[src/rtl/mie_pkg.sv]
// Shared constants, opcodes, states and carriers of the instruction execute unit
package mie_pkg;
	// ====================
	// Sizes and vectors
	localparam int          PC_W          = 11;
	localparam int          STACK_D       = 8;
	localparam int          MEM_D         = 128;
	localparam int          APB_AW        = 8;
	localparam int unsigned WDT_LIMIT_DEF = 65535;
	localparam logic [10:0] RESET_VEC     = 11'h000;
	localparam logic [10:0] IRQ_VEC       = 11'h004;
	localparam logic [3:0]  JUMP_PFX      = 4'hf;
	localparam int          JUMP_CALL_BIT = 11;

	// ====================
	// APB register map
	localparam logic [7:0] A_CTRL  = 8'h00;
	localparam logic [7:0] A_STAT  = 8'h04;
	localparam logic [7:0] A_WREG  = 8'h08;
	localparam logic [7:0] A_PC    = 8'h0c;
	localparam logic [7:0] A_WDT   = 8'h10;
	localparam logic [7:0] A_MADDR = 8'h14;
	localparam logic [7:0] A_MDATA = 8'h18;
	localparam int         CTRL_RUN   = 0;
	localparam int         CTRL_SIRQ  = 1;
	localparam int         CTRL_WDTEN = 2;
	localparam int         CTRL_GIE   = 3;
	localparam logic [2:0] CTRL_RST   = 3'h0;

	// ====================
	// Opcodes in bits 15:10; jumps use prefix 4'hf in bits 15:12
	typedef enum logic [5:0] {
		SUM_IMMEDIATE_INTO_ACCUMULATOR = 6'h00, RELATIVE_JUMP_BY_ACCUMULATOR, SUM_MEMORY_AND_ACCUMULATOR,
		SUM_WITH_CARRY_IN, CONJUNCTION_IMMEDIATE, CONJUNCTION_MEMORY, BIT_CLEAR_OP, BIT_SET_OP,
		SKIP_IF_BIT_LOW, SKIP_IF_BIT_HIGH, ZERO_MEMORY_BYTE, WATCHDOG_KICK, INVERT_MEMORY_BYTE,
		DECREMENT_MEMORY, DECREMENT_SKIP_ON_ZERO, HALT_CORE, INCREMENT_MEMORY, INCREMENT_SKIP_ON_ZERO,
		DISJUNCTION_IMMEDIATE, DISJUNCTION_MEMORY, LOAD_ACCUMULATOR_FROM_MEMORY, LOAD_ACCUMULATOR_IMMEDIATE,
		STORE_ACCUMULATOR_TO_MEMORY, NO_OPERATION, INTERRUPT_RETURN, RETURN_WITH_IMMEDIATE, PLAIN_RETURN,
		ROTATE_LEFT_OP, ROTATE_RIGHT_OP, SLEEP_CORE, IMMEDIATE_MINUS_ACCUMULATOR, MEMORY_MINUS_ACCUMULATOR,
		MEMORY_MINUS_WITH_BORROW, EXCLUSIVE_OR_IMMEDIATE, EXCLUSIVE_OR_MEMORY
	} mie_op_e;

	typedef enum logic [4:0] {
		ST_IDLE  = 5'h01,
		ST_EXEC  = 5'h02,
		ST_FLUSH = 5'h04,
		ST_HALT  = 5'h08,
		ST_SLEEP = 5'h10
	} mie_state_e;

	typedef struct packed {
		logic watchdog_expired_flag;
		logic power_down_flag;
		logic z;
		logic nibble_carry_flag;
		logic c;
	} mie_flags_s;
	localparam mie_flags_s FLAGS_RST = 5'h18;

	typedef struct packed {
		logic       c;
		logic       dc;
		logic [7:0] sum;
	} mie_alu_s;
endpackage

[src/rtl/mie_core.sv]
// Instruction decode and execute unit of the 8-bit core with an APB status port
// Overview of operation
// RULE_01: Thirty-seven instructions, each one 16-bit word from program memory.
// RULE_02: Immediate add into accumulator sets carry, nibble carry, zero; one cycle.
// RULE_03: Relative jump: counter plus one plus signed accumulator; two cycles, flags kept.
// RULE_04: Destination bit zero writes accumulator, one writes the memory byte.
// RULE_05: Memory plus accumulator, stored per destination, sets three flags, one cycle.
// RULE_06: Same add including carry in, three flags, one cycle.
// RULE_07: AND, OR, XOR literal and memory forms change only zero; one cycle.
// RULE_08: Bit clear and set force bit 0-7 of a byte, no flags.
// RULE_09: Bit tests skip next on low or high; one or two cycles, no flags.
// RULE_10: Call pushes counter plus one; jumps and returns take two cycles.
// RULE_11: Increment and decrement skip on zero result, store per destination, no flags.
// RULE_12: Plain increment, decrement, invert, clear change only zero; one cycle.
// RULE_13: Subtractions set carry as not-borrow, nibble carry and zero; one cycle.
// RULE_14: Watchdog kick clears the counter in one cycle, arithmetic flags kept.
// RULE_15: Memory operands address bytes 00h to 7Fh.
// RULE_16: After halt the counter stays until an interrupt arrives.
// RULE_17: After sleep oscillators stop until external interrupt or reset; power-down updated.
// RULE_18: Rotates go through carry, store per destination, set carry and zero.
// RULE_19: Moves and no-operation take one cycle and change no flags.
//
// Chosen here: register access over APB and the placing of the registers.
`timescale 1ns/100ps
`default_nettype none
module mie_core
	import mie_pkg::*;
#(
	parameter int unsigned WDT_LIMIT = WDT_LIMIT_DEF
) (
	// Clock and reset
	input  wire logic              pclk,
	input  wire logic              presetn,
	// APB slave
	input  wire logic              psel,
	input  wire logic              penable,
	input  wire logic              pwrite,
	input  wire logic [APB_AW-1:0] paddr,
	input  wire logic [31:0]       pwdata,
	output logic      [31:0]       prdata,
	output logic                   pready,
	output logic                   pslverr,
	// Program memory
	output logic      [PC_W-1:0]   prog_addr,
	input  wire logic [15:0]       prog_data,
	// Wake and power
	input  wire logic              irq_ext,
	output logic                   osc_stop
);
	// ====================
	// Helpers
	function automatic mie_alu_s add8(input logic [7:0] a, input logic [7:0] b, input logic ci);
		logic [4:0] lo;
		logic [8:0] full;
		lo = {1'b0, a[3:0]} + {1'b0, b[3:0]} + {4'h0, ci};
		full = {1'b0, a} + {1'b0, b} + {8'h00, ci};
		return '{c: full[8], dc: lo[4], sum: full[7:0]};
	endfunction

	function automatic logic [7:0] bitmask(input logic [2:0] b);
		return 8'h01 << b;
	endfunction

	// ====================
	// State
	mie_state_e      st_reg;
	mie_flags_s      flg_reg, flg_next;
	logic [PC_W-1:0] pc_reg, pc_next, push_pc, rel_tgt;
	logic [7:0]      w_reg, res, fval, k;
	logic [15:0]     wdt_reg;
	logic [2:0]      ctrl_reg, sp_reg;
	logic [6:0]      maddr_reg, fa;
	logic            gie_reg;
	logic [7:0]      mem [MEM_D];
	logic [PC_W-1:0] stk [STACK_D];
	mie_op_e         op;
	mie_alu_s        alu;
	logic            is_jump, dsel, wr_w, wr_f, dst, two, skip, push, pop, gie_set;
	logic            kick, go_halt, go_sleep, set_cdz, set_z, set_c, new_c;
	logic            run, irq_pend, take_irq, timeout, exec_ok;
	logic [2:0]      bsel;

	assign run       = ctrl_reg[CTRL_RUN];
	assign irq_pend  = irq_ext | ctrl_reg[CTRL_SIRQ];
	assign timeout   = ctrl_reg[CTRL_WDTEN] && wdt_reg == 16'(WDT_LIMIT - 1);
	assign take_irq  = gie_reg && irq_pend;
	assign exec_ok   = st_reg == ST_EXEC && run && !take_irq && !timeout;
	assign prog_addr = pc_reg;
	assign osc_stop  = st_reg == ST_SLEEP; // [RULE_17]

	// ====================
	// Decode
	assign is_jump = prog_data[15:12] == JUMP_PFX; // [RULE_01]
	assign op      = mie_op_e'(prog_data[15:10]);
	assign k       = prog_data[7:0];
	assign dsel    = prog_data[7];
	assign fa      = prog_data[6:0]; // [RULE_15]
	assign bsel    = prog_data[9:7];
	assign fval    = mem[fa];
	assign rel_tgt = pc_reg + 11'h001 + {{3{w_reg[7]}}, w_reg}; // [RULE_03]

	always_comb begin
		res = fval;
		alu = '0;
		pc_next = pc_reg + 11'h001;
		push_pc = pc_reg + 11'h001; // [RULE_10]
		{wr_w, wr_f, dst, two, skip, push, pop, gie_set} = '0;
		{kick, go_halt, go_sleep, set_cdz, set_z, set_c, new_c} = '0;
		if (is_jump) begin
			pc_next = prog_data[10:0]; // [RULE_10]
			two = 1'b1;
			push = prog_data[JUMP_CALL_BIT];
		end else begin
			unique case (op)
				SUM_IMMEDIATE_INTO_ACCUMULATOR: begin
					alu = add8(w_reg, k, 1'b0); // [RULE_02]
					wr_w = 1'b1;
					set_cdz = 1'b1;
				end
				RELATIVE_JUMP_BY_ACCUMULATOR: begin
					pc_next = rel_tgt; // [RULE_03]
					two = 1'b1;
				end
				SUM_MEMORY_AND_ACCUMULATOR: {alu, dst, set_cdz} = {add8(fval, w_reg, 1'b0), 2'b11}; // [RULE_05]
				SUM_WITH_CARRY_IN: {alu, dst, set_cdz} = {add8(fval, w_reg, flg_reg.c), 2'b11}; // [RULE_06]
				IMMEDIATE_MINUS_ACCUMULATOR: {alu, wr_w, set_cdz} = {add8(k, ~w_reg, 1'b1), 2'b11}; // [RULE_13]
				MEMORY_MINUS_ACCUMULATOR: {alu, dst, set_cdz} = {add8(fval, ~w_reg, 1'b1), 2'b11}; // [RULE_13]
				MEMORY_MINUS_WITH_BORROW: {alu, dst, set_cdz} = {add8(fval, ~w_reg, flg_reg.c), 2'b11}; // [RULE_13]
				CONJUNCTION_IMMEDIATE: {res, wr_w, set_z} = {w_reg & k, 2'b11}; // [RULE_07]
				CONJUNCTION_MEMORY: {res, dst, set_z} = {w_reg & fval, 2'b11}; // [RULE_07]
				DISJUNCTION_IMMEDIATE: {res, wr_w, set_z} = {w_reg | k, 2'b11}; // [RULE_07]
				DISJUNCTION_MEMORY: {res, dst, set_z} = {w_reg | fval, 2'b11}; // [RULE_07]
				EXCLUSIVE_OR_IMMEDIATE: {res, wr_w, set_z} = {w_reg ^ k, 2'b11}; // [RULE_07]
				EXCLUSIVE_OR_MEMORY: {res, dst, set_z} = {w_reg ^ fval, 2'b11}; // [RULE_07]
				BIT_CLEAR_OP: {res, wr_f} = {fval & ~bitmask(bsel), 1'b1}; // [RULE_08]
				BIT_SET_OP: {res, wr_f} = {fval | bitmask(bsel), 1'b1}; // [RULE_08]
				SKIP_IF_BIT_LOW: skip = (fval & bitmask(bsel)) == 8'h00; // [RULE_09]
				SKIP_IF_BIT_HIGH: skip = (fval & bitmask(bsel)) != 8'h00; // [RULE_09]
				ZERO_MEMORY_BYTE: {res, wr_f, set_z} = {8'h00, 2'b11}; // [RULE_12]
				INVERT_MEMORY_BYTE: {res, dst, set_z} = {~fval, 2'b11}; // [RULE_12]
				DECREMENT_MEMORY: {res, dst, set_z} = {fval - 8'h01, 2'b11}; // [RULE_12]
				INCREMENT_MEMORY: {res, dst, set_z} = {fval + 8'h01, 2'b11}; // [RULE_12]
				DECREMENT_SKIP_ON_ZERO: begin
					res = fval - 8'h01; // [RULE_11]
					dst = 1'b1;
					skip = res == 8'h00;
				end
				INCREMENT_SKIP_ON_ZERO: begin
					res = fval + 8'h01; // [RULE_11]
					dst = 1'b1;
					skip = res == 8'h00;
				end
				ROTATE_LEFT_OP: {res, new_c, dst, set_c} = {fval[6:0], flg_reg.c, fval[7], 2'b11}; // [RULE_18]
				ROTATE_RIGHT_OP: {res, new_c, dst, set_c} = {flg_reg.c, fval, 2'b11}; // [RULE_18]
				LOAD_ACCUMULATOR_FROM_MEMORY: wr_w = 1'b1; // [RULE_19]
				LOAD_ACCUMULATOR_IMMEDIATE: {res, wr_w} = {k, 1'b1}; // [RULE_19]
				STORE_ACCUMULATOR_TO_MEMORY: {res, wr_f} = {w_reg, 1'b1}; // [RULE_19]
				WATCHDOG_KICK: kick = 1'b1; // [RULE_14]
				HALT_CORE: go_halt = 1'b1; // [RULE_16]
				SLEEP_CORE: go_sleep = 1'b1; // [RULE_17]
				INTERRUPT_RETURN: {pop, gie_set, two} = 3'b111; // [RULE_10]
				RETURN_WITH_IMMEDIATE: {res, wr_w, pop, two} = {k, 3'b111}; // [RULE_10]
				PLAIN_RETURN: {pop, two} = 2'b11; // [RULE_10]
				NO_OPERATION: ;
				default: ;
			endcase
		end
		if (set_cdz)
			res = alu.sum;
		if (dst) begin
			wr_w = !dsel; // [RULE_04]
			wr_f = dsel;
		end
		if (skip) begin
			pc_next = pc_reg + 11'h002; // [RULE_09] [RULE_11]
			two = 1'b1;
		end
		if (pop)
			pc_next = stk[sp_reg - 3'h1];
		if (take_irq) begin
			pc_next = IRQ_VEC;
			push_pc = pc_reg;
		end
		flg_next = flg_reg;
		if (set_cdz) begin
			flg_next.c = alu.c;
			flg_next.nibble_carry_flag = alu.dc;
		end
		if (set_c)
			flg_next.c = new_c;
		if (set_cdz || set_z || set_c)
			flg_next.z = res == 8'h00;
		if (kick)
			{flg_next.watchdog_expired_flag, flg_next.power_down_flag} = 2'b11;
		if (go_sleep)
			{flg_next.watchdog_expired_flag, flg_next.power_down_flag} = 2'b10; // [RULE_17]
	end

	// ====================
	// Sequencer and counter
	always_ff @(posedge pclk or negedge presetn) begin
		if (!presetn) begin
			st_reg <= ST_IDLE;
			pc_reg <= RESET_VEC;
		end else if (timeout) begin
			st_reg <= ST_IDLE;
			pc_reg <= RESET_VEC;
		end else begin
			unique case (st_reg)
				ST_IDLE: if (run) st_reg <= ST_EXEC;
				ST_EXEC: begin
					if (!run) begin
						st_reg <= ST_IDLE;
					end else begin
						pc_reg <= pc_next;
						if (take_irq || two)
							st_reg <= ST_FLUSH; // [RULE_03] [RULE_10]
						else if (go_halt)
							st_reg <= ST_HALT; // [RULE_16]
						else if (go_sleep)
							st_reg <= ST_SLEEP; // [RULE_17]
					end
				end
				ST_FLUSH: st_reg <= ST_EXEC;
				ST_HALT: if (irq_pend) st_reg <= ST_EXEC; // [RULE_16]
				ST_SLEEP: if (irq_ext) st_reg <= ST_EXEC; // [RULE_17]
			endcase
		end
	end

	// Stack wraps silently when overfilled, like a fixed hardware stack
	always_ff @(posedge pclk or negedge presetn) begin
		if (!presetn)
			sp_reg <= 3'h0;
		else if (timeout)
			sp_reg <= 3'h0;
		else if (exec_ok && pop)
			sp_reg <= sp_reg - 3'h1;
		else if (st_reg == ST_EXEC && run && (push || take_irq))
			sp_reg <= sp_reg + 3'h1;
	end

	always_ff @(posedge pclk) begin
		if (st_reg == ST_EXEC && run && !timeout && (take_irq || push))
			stk[sp_reg] <= push_pc; // [RULE_10]
		if (exec_ok && wr_f)
			mem[fa] <= res; // [RULE_04]
	end

	always_ff @(posedge pclk or negedge presetn) begin
		if (!presetn) begin
			w_reg <= 8'h00;
			flg_reg <= FLAGS_RST;
		end else begin
			if (exec_ok && wr_w)
				w_reg <= res; // [RULE_04]
			if (timeout)
				flg_reg.watchdog_expired_flag <= 1'b0;
			else if (exec_ok)
				flg_reg <= flg_next;
		end
	end

	// Counter is frozen in sleep since its clock source is stopped there
	always_ff @(posedge pclk or negedge presetn) begin
		if (!presetn)
			wdt_reg <= 16'h0000;
		else if ((exec_ok && kick) || timeout || !ctrl_reg[CTRL_WDTEN])
			wdt_reg <= 16'h0000; // [RULE_14]
		else if (st_reg != ST_SLEEP)
			wdt_reg <= wdt_reg + 16'h0001;
	end

	// ====================
	// APB slave: read data captured in setup, zero wait states
	logic        apb_wr, hit;
	logic [31:0] rdata;

	assign pready = psel & penable;
	assign apb_wr = psel & penable & pwrite;

	always_comb begin
		hit = 1'b1;
		rdata = 32'h0000_0000;
		unique case (paddr)
			A_CTRL: rdata = {28'h0, gie_reg, ctrl_reg};
			A_STAT: rdata = {24'h0, st_reg == ST_SLEEP, st_reg == ST_HALT, gie_reg, flg_reg};
			A_WREG: rdata = {24'h0, w_reg};
			A_PC: rdata = {21'h0, pc_reg};
			A_WDT: rdata = {16'h0, wdt_reg};
			A_MADDR: rdata = {25'h0, maddr_reg};
			A_MDATA: rdata = {24'h0, mem[maddr_reg]};
			default: hit = 1'b0;
		endcase
	end

	always_ff @(posedge pclk or negedge presetn) begin
		if (!presetn) begin
			prdata <= 32'h0000_0000;
			pslverr <= 1'b0;
		end else if (psel && !penable) begin
			prdata <= pwrite ? 32'h0000_0000 : rdata;
			pslverr <= !hit;
		end
	end

	always_ff @(posedge pclk or negedge presetn) begin
		if (!presetn) begin
			ctrl_reg <= CTRL_RST;
			maddr_reg <= 7'h00;
		end else if (apb_wr && paddr == A_CTRL) begin
			ctrl_reg <= pwdata[2:0];
		end else if (apb_wr && paddr == A_MADDR) begin
			maddr_reg <= pwdata[6:0];
		end
	end

	// Hardware set beats a software write in the same cycle
	always_ff @(posedge pclk or negedge presetn) begin
		if (!presetn)
			gie_reg <= 1'b0;
		else if (st_reg == ST_EXEC && run && !timeout && take_irq)
			gie_reg <= 1'b0;
		else if (exec_ok && gie_set)
			gie_reg <= 1'b1; // [RULE_10]
		else if (apb_wr && paddr == A_CTRL)
			gie_reg <= pwdata[CTRL_GIE];
	end

	// ====================
	// Assertions
	property p_add_imm;
		@(posedge pclk) disable iff (!presetn)
		exec_ok && !is_jump && op == SUM_IMMEDIATE_INTO_ACCUMULATOR |=> w_reg == $past(w_reg) + $past(k);
	endproperty
	a_add_imm: assert property (p_add_imm) else $error("immediate add result wrong"); // [RULE_02]

	property p_rel_jump;
		@(posedge pclk) disable iff (!presetn)
		exec_ok && !is_jump && op == RELATIVE_JUMP_BY_ACCUMULATOR |=> pc_reg == $past(rel_tgt) && st_reg == ST_FLUSH;
	endproperty
	a_rel_jump: assert property (p_rel_jump) else $error("relative jump target wrong"); // [RULE_03]

	property p_dest_w;
		@(posedge pclk) disable iff (!presetn)
		exec_ok && !is_jump && dst && !dsel |=> w_reg == $past(res);
	endproperty
	a_dest_w: assert property (p_dest_w) else $error("destination zero missed accumulator"); // [RULE_04]

	property p_logic_flags;
		@(posedge pclk) disable iff (!presetn)
		exec_ok && set_z |=> $stable(flg_reg.c) && $stable(flg_reg.nibble_carry_flag);
	endproperty
	a_logic_flags: assert property (p_logic_flags) else $error("logic op touched carry"); // [RULE_07]

	property p_bit_noflag;
		@(posedge pclk) disable iff (!presetn)
		exec_ok && !is_jump && (op == BIT_CLEAR_OP || op == BIT_SET_OP) |=> $stable(flg_reg);
	endproperty
	a_bit_noflag: assert property (p_bit_noflag) else $error("bit op changed flags"); // [RULE_08]

	property p_skip;
		@(posedge pclk) disable iff (!presetn)
		exec_ok && !is_jump && skip |=> st_reg == ST_FLUSH ##1 pc_reg == $past(pc_reg, 2) + 11'h002;
	endproperty
	a_skip: assert property (p_skip) else $error("skip did not pass one word"); // [RULE_09]

	property p_two_cycle;
		@(posedge pclk) disable iff (!presetn)
		st_reg == ST_FLUSH && !timeout |=> st_reg == ST_EXEC;
	endproperty
	a_two_cycle: assert property (p_two_cycle) else $error("flush lasted more than one cycle"); // [RULE_10]

	property p_kick;
		@(posedge pclk) disable iff (!presetn)
		exec_ok && !is_jump && op == WATCHDOG_KICK |=> wdt_reg == 16'h0000 && $stable(flg_reg.z);
	endproperty
	a_kick: assert property (p_kick) else $error("watchdog kick failed"); // [RULE_14]

	property p_halt;
		@(posedge pclk) disable iff (!presetn)
		st_reg == ST_HALT && !irq_pend && !timeout |=> $stable(pc_reg) && st_reg == ST_HALT;
	endproperty
	a_halt: assert property (p_halt) else $error("counter moved while halted"); // [RULE_16]

	property p_sleep;
		@(posedge pclk) disable iff (!presetn)
		st_reg == ST_SLEEP |-> osc_stop && !flg_reg.power_down_flag;
	endproperty
	a_sleep: assert property (p_sleep) else $error("sleep state inconsistent"); // [RULE_17]
endmodule
`default_nettype wire

[config.mk]
export PLATFORM = sky130hd
export DESIGN_NAME = mie_core
export DESIGN_NICKNAME = d
export VERILOG_FILES = /design/src/rtl/mie_pkg.sv /design/src/rtl/mie_core.sv
export SDC_FILE = /design/constraint.sdc
export NUM_CORES = 2
export LEC_CHECK = 0
export ABC_AREA = 1
export BUFFER_PORTS_ARGS = -buffer_cell sky130_fd_sc_hd__buf_2
export CAP_MARGIN = 15
export CELL_PAD_IN_SITES_DETAIL_PLACEMENT = 0
export CELL_PAD_IN_SITES_GLOBAL_PLACEMENT = 2
export CORE_MARGIN = 2
export CORE_UTILIZATION = 39
export DETAILED_ROUTE_END_ITERATION = 10
export HOLD_SLACK_MARGIN = 0.05
export PLACE_DENSITY = 0.88
export SLEW_MARGIN = 20
export SYNTH_ARGS = -nofsm -noshare
export SYNTH_HDL_FRONTEND = slang
export SYNTH_SLANG_ARGS = --single-unit
[constraint.sdc]
create_clock -name pclk -period 6.63 [get_ports pclk]
set_input_delay 1.326 -clock pclk [delete_from_list [all_inputs] [get_ports pclk]]
set_output_delay 1.326 -clock pclk [all_outputs]
set_load 0.05 [all_outputs]
==> qor.json <==
{
  "run_status": {
    "result_of_the_run": "finished clean"
  },
  "final_layout": {
    "drive_gt1_frac": 0.0871,
    "largest_register": "mem",
    "area.sequential_sq_mm": 0.0353,
    "syn2layout_area_growth_pct": 14.1,
    "multiInputGateArea_sq_mm": 0.0265,
    "num-fill-cells": 16400,
    "stdcell_area_sq_mm": 0.0748,
    "num-nets-final": 8247,
    "reg.largest.list": "mem (1024), stk (88)",
    "max_reg_flops": 1024
  },
  "clocking": {
    "tritoncts.num_buffers": 138,
    "cts-hold-fix-buffers": 0,
    "ctsLongestPathBuffers": 3,
    "cts.htree.levels": 4,
    "cts_post_setup_buffers_inserted": 0,
    "clkSinkCount": 1188,
    "cts_resized": 0,
    "worst_setup_hold_path_clk_slew_ps": 70,
    "cts_root_buf": "clkbuf_16",
    "cts_tree": "done",
    "clk-insertion-delay-late_ps": 820
  },
  "timing": {
    "worstMarginPinSlew_ps": 1120,
    "final.period_utilization": 0.890,
    "rsz_0062_raised_after_global_routing": "no",
    "whs_ps": 409,
    "fmax_mhz": 169,
    "final_period_minus_worst_setup_slack_ps": 5900,
    "setup_viol": 0,
    "finalHoldViolations": 0,
    "setup-tns-final_ps": 0,
    "slew_headroom": 0.249,
    "fin_worst_skew_ps": 45.5,
    "timing_max_transition_violations_final": 0
  },
  "synth": {
    "cell_with_the_most_instances_after_synthesis": "nand2_1",
    "avg_inst_size_synth_sq_um": 8.18,
    "synth.ff_latch_count": 1188,
    "ys_types": 60,
    "netlist.area_leader.share": 0.509,
    "synth_sequential_area_ratio": 0.538,
    "syn-instance-count": 8016,
    "synth_flop_cell": "edfxtp_1",
    "synth_enable_flop_cells": 1112,
    "ys_async_sr_fraction": 0.0640,
    "synth_area_leaders": "edfxtp_1 (51%), nand2_1 (16%), o21ai_0 (6.7%), nor2_1 (6.1%), dfrtp_1 (2.8%)",
    "synth_warnings": 0,
    "synth_commonest_cells": "nand2_1 (2775), edfxtp_1 (1112), nor2_1 (1068)",
    "synth_area_leader_cell": "edfxtp_1",
    "mappedNetlistArea_sq_mm": 0.0656
  },
  "global_routing": {
    "antenna_found_initial": 7,
    "pin_count_of_the_biggest_net_entering_global_routing": 157,
    "first_global_vias": 54100,
    "overflow": 0,
    "grt.total_usage": 0.284,
    "wire_length_of_the_first_global_routing_pass_um": 362000
  },
  "worst_setup_path": {
    "critPathSlowestCell": "o31ai_1",
    "critPathArrivalTime_ps": 6320,
    "crit_path_frequent_cell": "nand2_1",
    "crit_path_end_kind": "flop",
    "worst_path_largest_cell_delay_ps": 370,
    "critPathKind": "in -> reg",
    "crit_path_max_fanout": 77,
    "critical_path.startpoint_type": "input pin",
    "critPathRequiredTime_ps": 7050
  },
  "route": {
    "vias": 58200,
    "drt_drc_violations_left": 0,
    "drt_iter0_drc": 6255,
    "vias_per_cell": 5.58,
    "first_pass_iters": 6,
    "route.antenna.remaining_nets": 0,
    "routedLengthMet1_um": 104000,
    "wl_um": 248000,
    "routed.top_layer": "met5",
    "detailroute.wirelength.met2_um": 114000,
    "routed-wl-met3_um": 21000,
    "route.detailed.wl_per_inst_um": 23.8
  },
  "placed_design": {
    "placed_area_sq_mm": 0.0703,
    "place_hpwl_um": 162000,
    "io_buffer_count": 66,
    "gp_congestion": 0.960
  },
  "flow_run": {
    "max_cap_violations": 0
  },
  "die": {
    "die_x_um": 414,
    "core_area_sq_mm": 0.167,
    "placement_rows": 150,
    "initial_core_util": 0.392,
    "io-pin-count": 108,
    "die_h_um": 414,
    "die-area_sq_mm": 0.171
  },
  "worst_hold_path": {
    "timing.hold.worst.class": "in -> async"
  },
  "pwr": {
    "ir_drop_uv": 278,
    "power_density_mw_per_mm2": 259,
    "static-leakage-power_nw": 30.5
  }
}
critical path, delay by kind of cell:
kind / cells / cell delay, ps
fa+ha+maj: 1 / 280
simple gates: 16 / 1890
compound gates: 3 / 600
xor+xnor: 1 / 80
buf+inv: 11 / 1870
path summary, 6_finish.rpt:
check	startpoint	to	slack (ps)	cells after the start
worst max-delay path	prog_data[0]	mem[60][6]$_DFFE_PP_	730	32
worst min register to register	prdata[10]$_DFFE_PN0P_	prdata[10]$_DFFE_PN0P_	510	2
max in group asynchronous	presetn	maddr_reg[3]$_DFFE_PN0P_	5020	2
worst max register to register	mem[56][2]$_DFFE_PP_	mem[60][6]$_DFFE_PP_	1610	26
worst min-delay path	presetn	flg_reg[1]$_DFFE_PN0P_	410	1
min in group pclk	prdata[10]$_DFFE_PN0P_	prdata[10]$_DFFE_PN0P_	510	2
cells by family after synthesis:
logic type                 share of synthesized area
adders and majority gates                     0.0139
buffers and inverters                         0.0600
AOI/OAI and AO/OA                              0.130
other                                      0.0000572
and+or+nand+nor                                0.253
DFF                                            0.538
xor gates and xnor gates                     0.00441
per-layer routing:
layer | global-route usage | vias to the layer above
met5 | 0 | -
met3 | 0.0441 | 464
met2 | 0.454 | 2787
li1 | - | 27100
met1 | 0.389 | 27800
met4 | 0.108 | 6
cells in the final DEF (no fill, tap or decap), types with 9 or more instances in the layout:
cell | synthesis | final
nand2_1 | 2775 | 2772
edfxtp_1 | 1112 | 1112
nor2_1 | 1068 | 1065
o21ai_0 | 878 | 878
inv_1 | 438 | 428
buf_4 | 38 | 308
o22ai_1 | 271 | 271
nand3_1 | 249 | 247
a21oi_1 | 235 | 235
clkbuf_16 | 0 | 145
dfrtp_1 | 73 | 69
buf_12 | 0 | 68
ha_1 | 65 | 65
buf_2 | 121 | 62
nor3_1 | 49 | 48
a221oi_1 | 34 | 34
o211ai_1 | 27 | 27
nand4_1 | 27 | 27
xor2_1 | 25 | 25
clkinv_1 | 2 | 24
clkinv_2 | 0 | 23
clkbuf_1 | 280 | 23
conb_1 | 1 | 16
or2_2 | 15 | 15
o221ai_1 | 15 | 15
bufinv_16 | 0 | 14
o32ai_1 | 13 | 13
nor2_2 | 13 | 11
clkinvlp_4 | 0 | 11
or2_1 | 10 | 10
o31ai_1 | 10 | 10
or2_0 | 9 | 9
a211oi_1 | 9 | 9
report_power, final:
group	internal [mW]	switching, mW
clock	4.54	3.20
sequential	8.69	0.0637
combinational	0.768	2.13
final cells by class:
class,count,share of cell area
Sequential cell,1188,0.472
Tap cell,2204,0.0369
Clock inverter,78,0.0107
Antenna cell,1,0.0000335
Clock buffer,169,0.0498
Inverter,446,0.0231
Multi-Input combinational cell,5901,0.354
Timing Repair Buffer,440,0.0536
through the flow:
stage	std cells	util	setup slack [ps]	total power, mW
2_1_floorplan	8031	-	90.6	10.6
3_3_place_gp	10200	0.421	92.1	11.7
3_5_place_dp	10200	0.421	101	11.8
4_1_cts	10400	0.448	918	19.5
5_1_grt	10400	0.448	320	20.0
6_report	10400	0.448	730	19.4
Power figures use the tool's default switching activity.
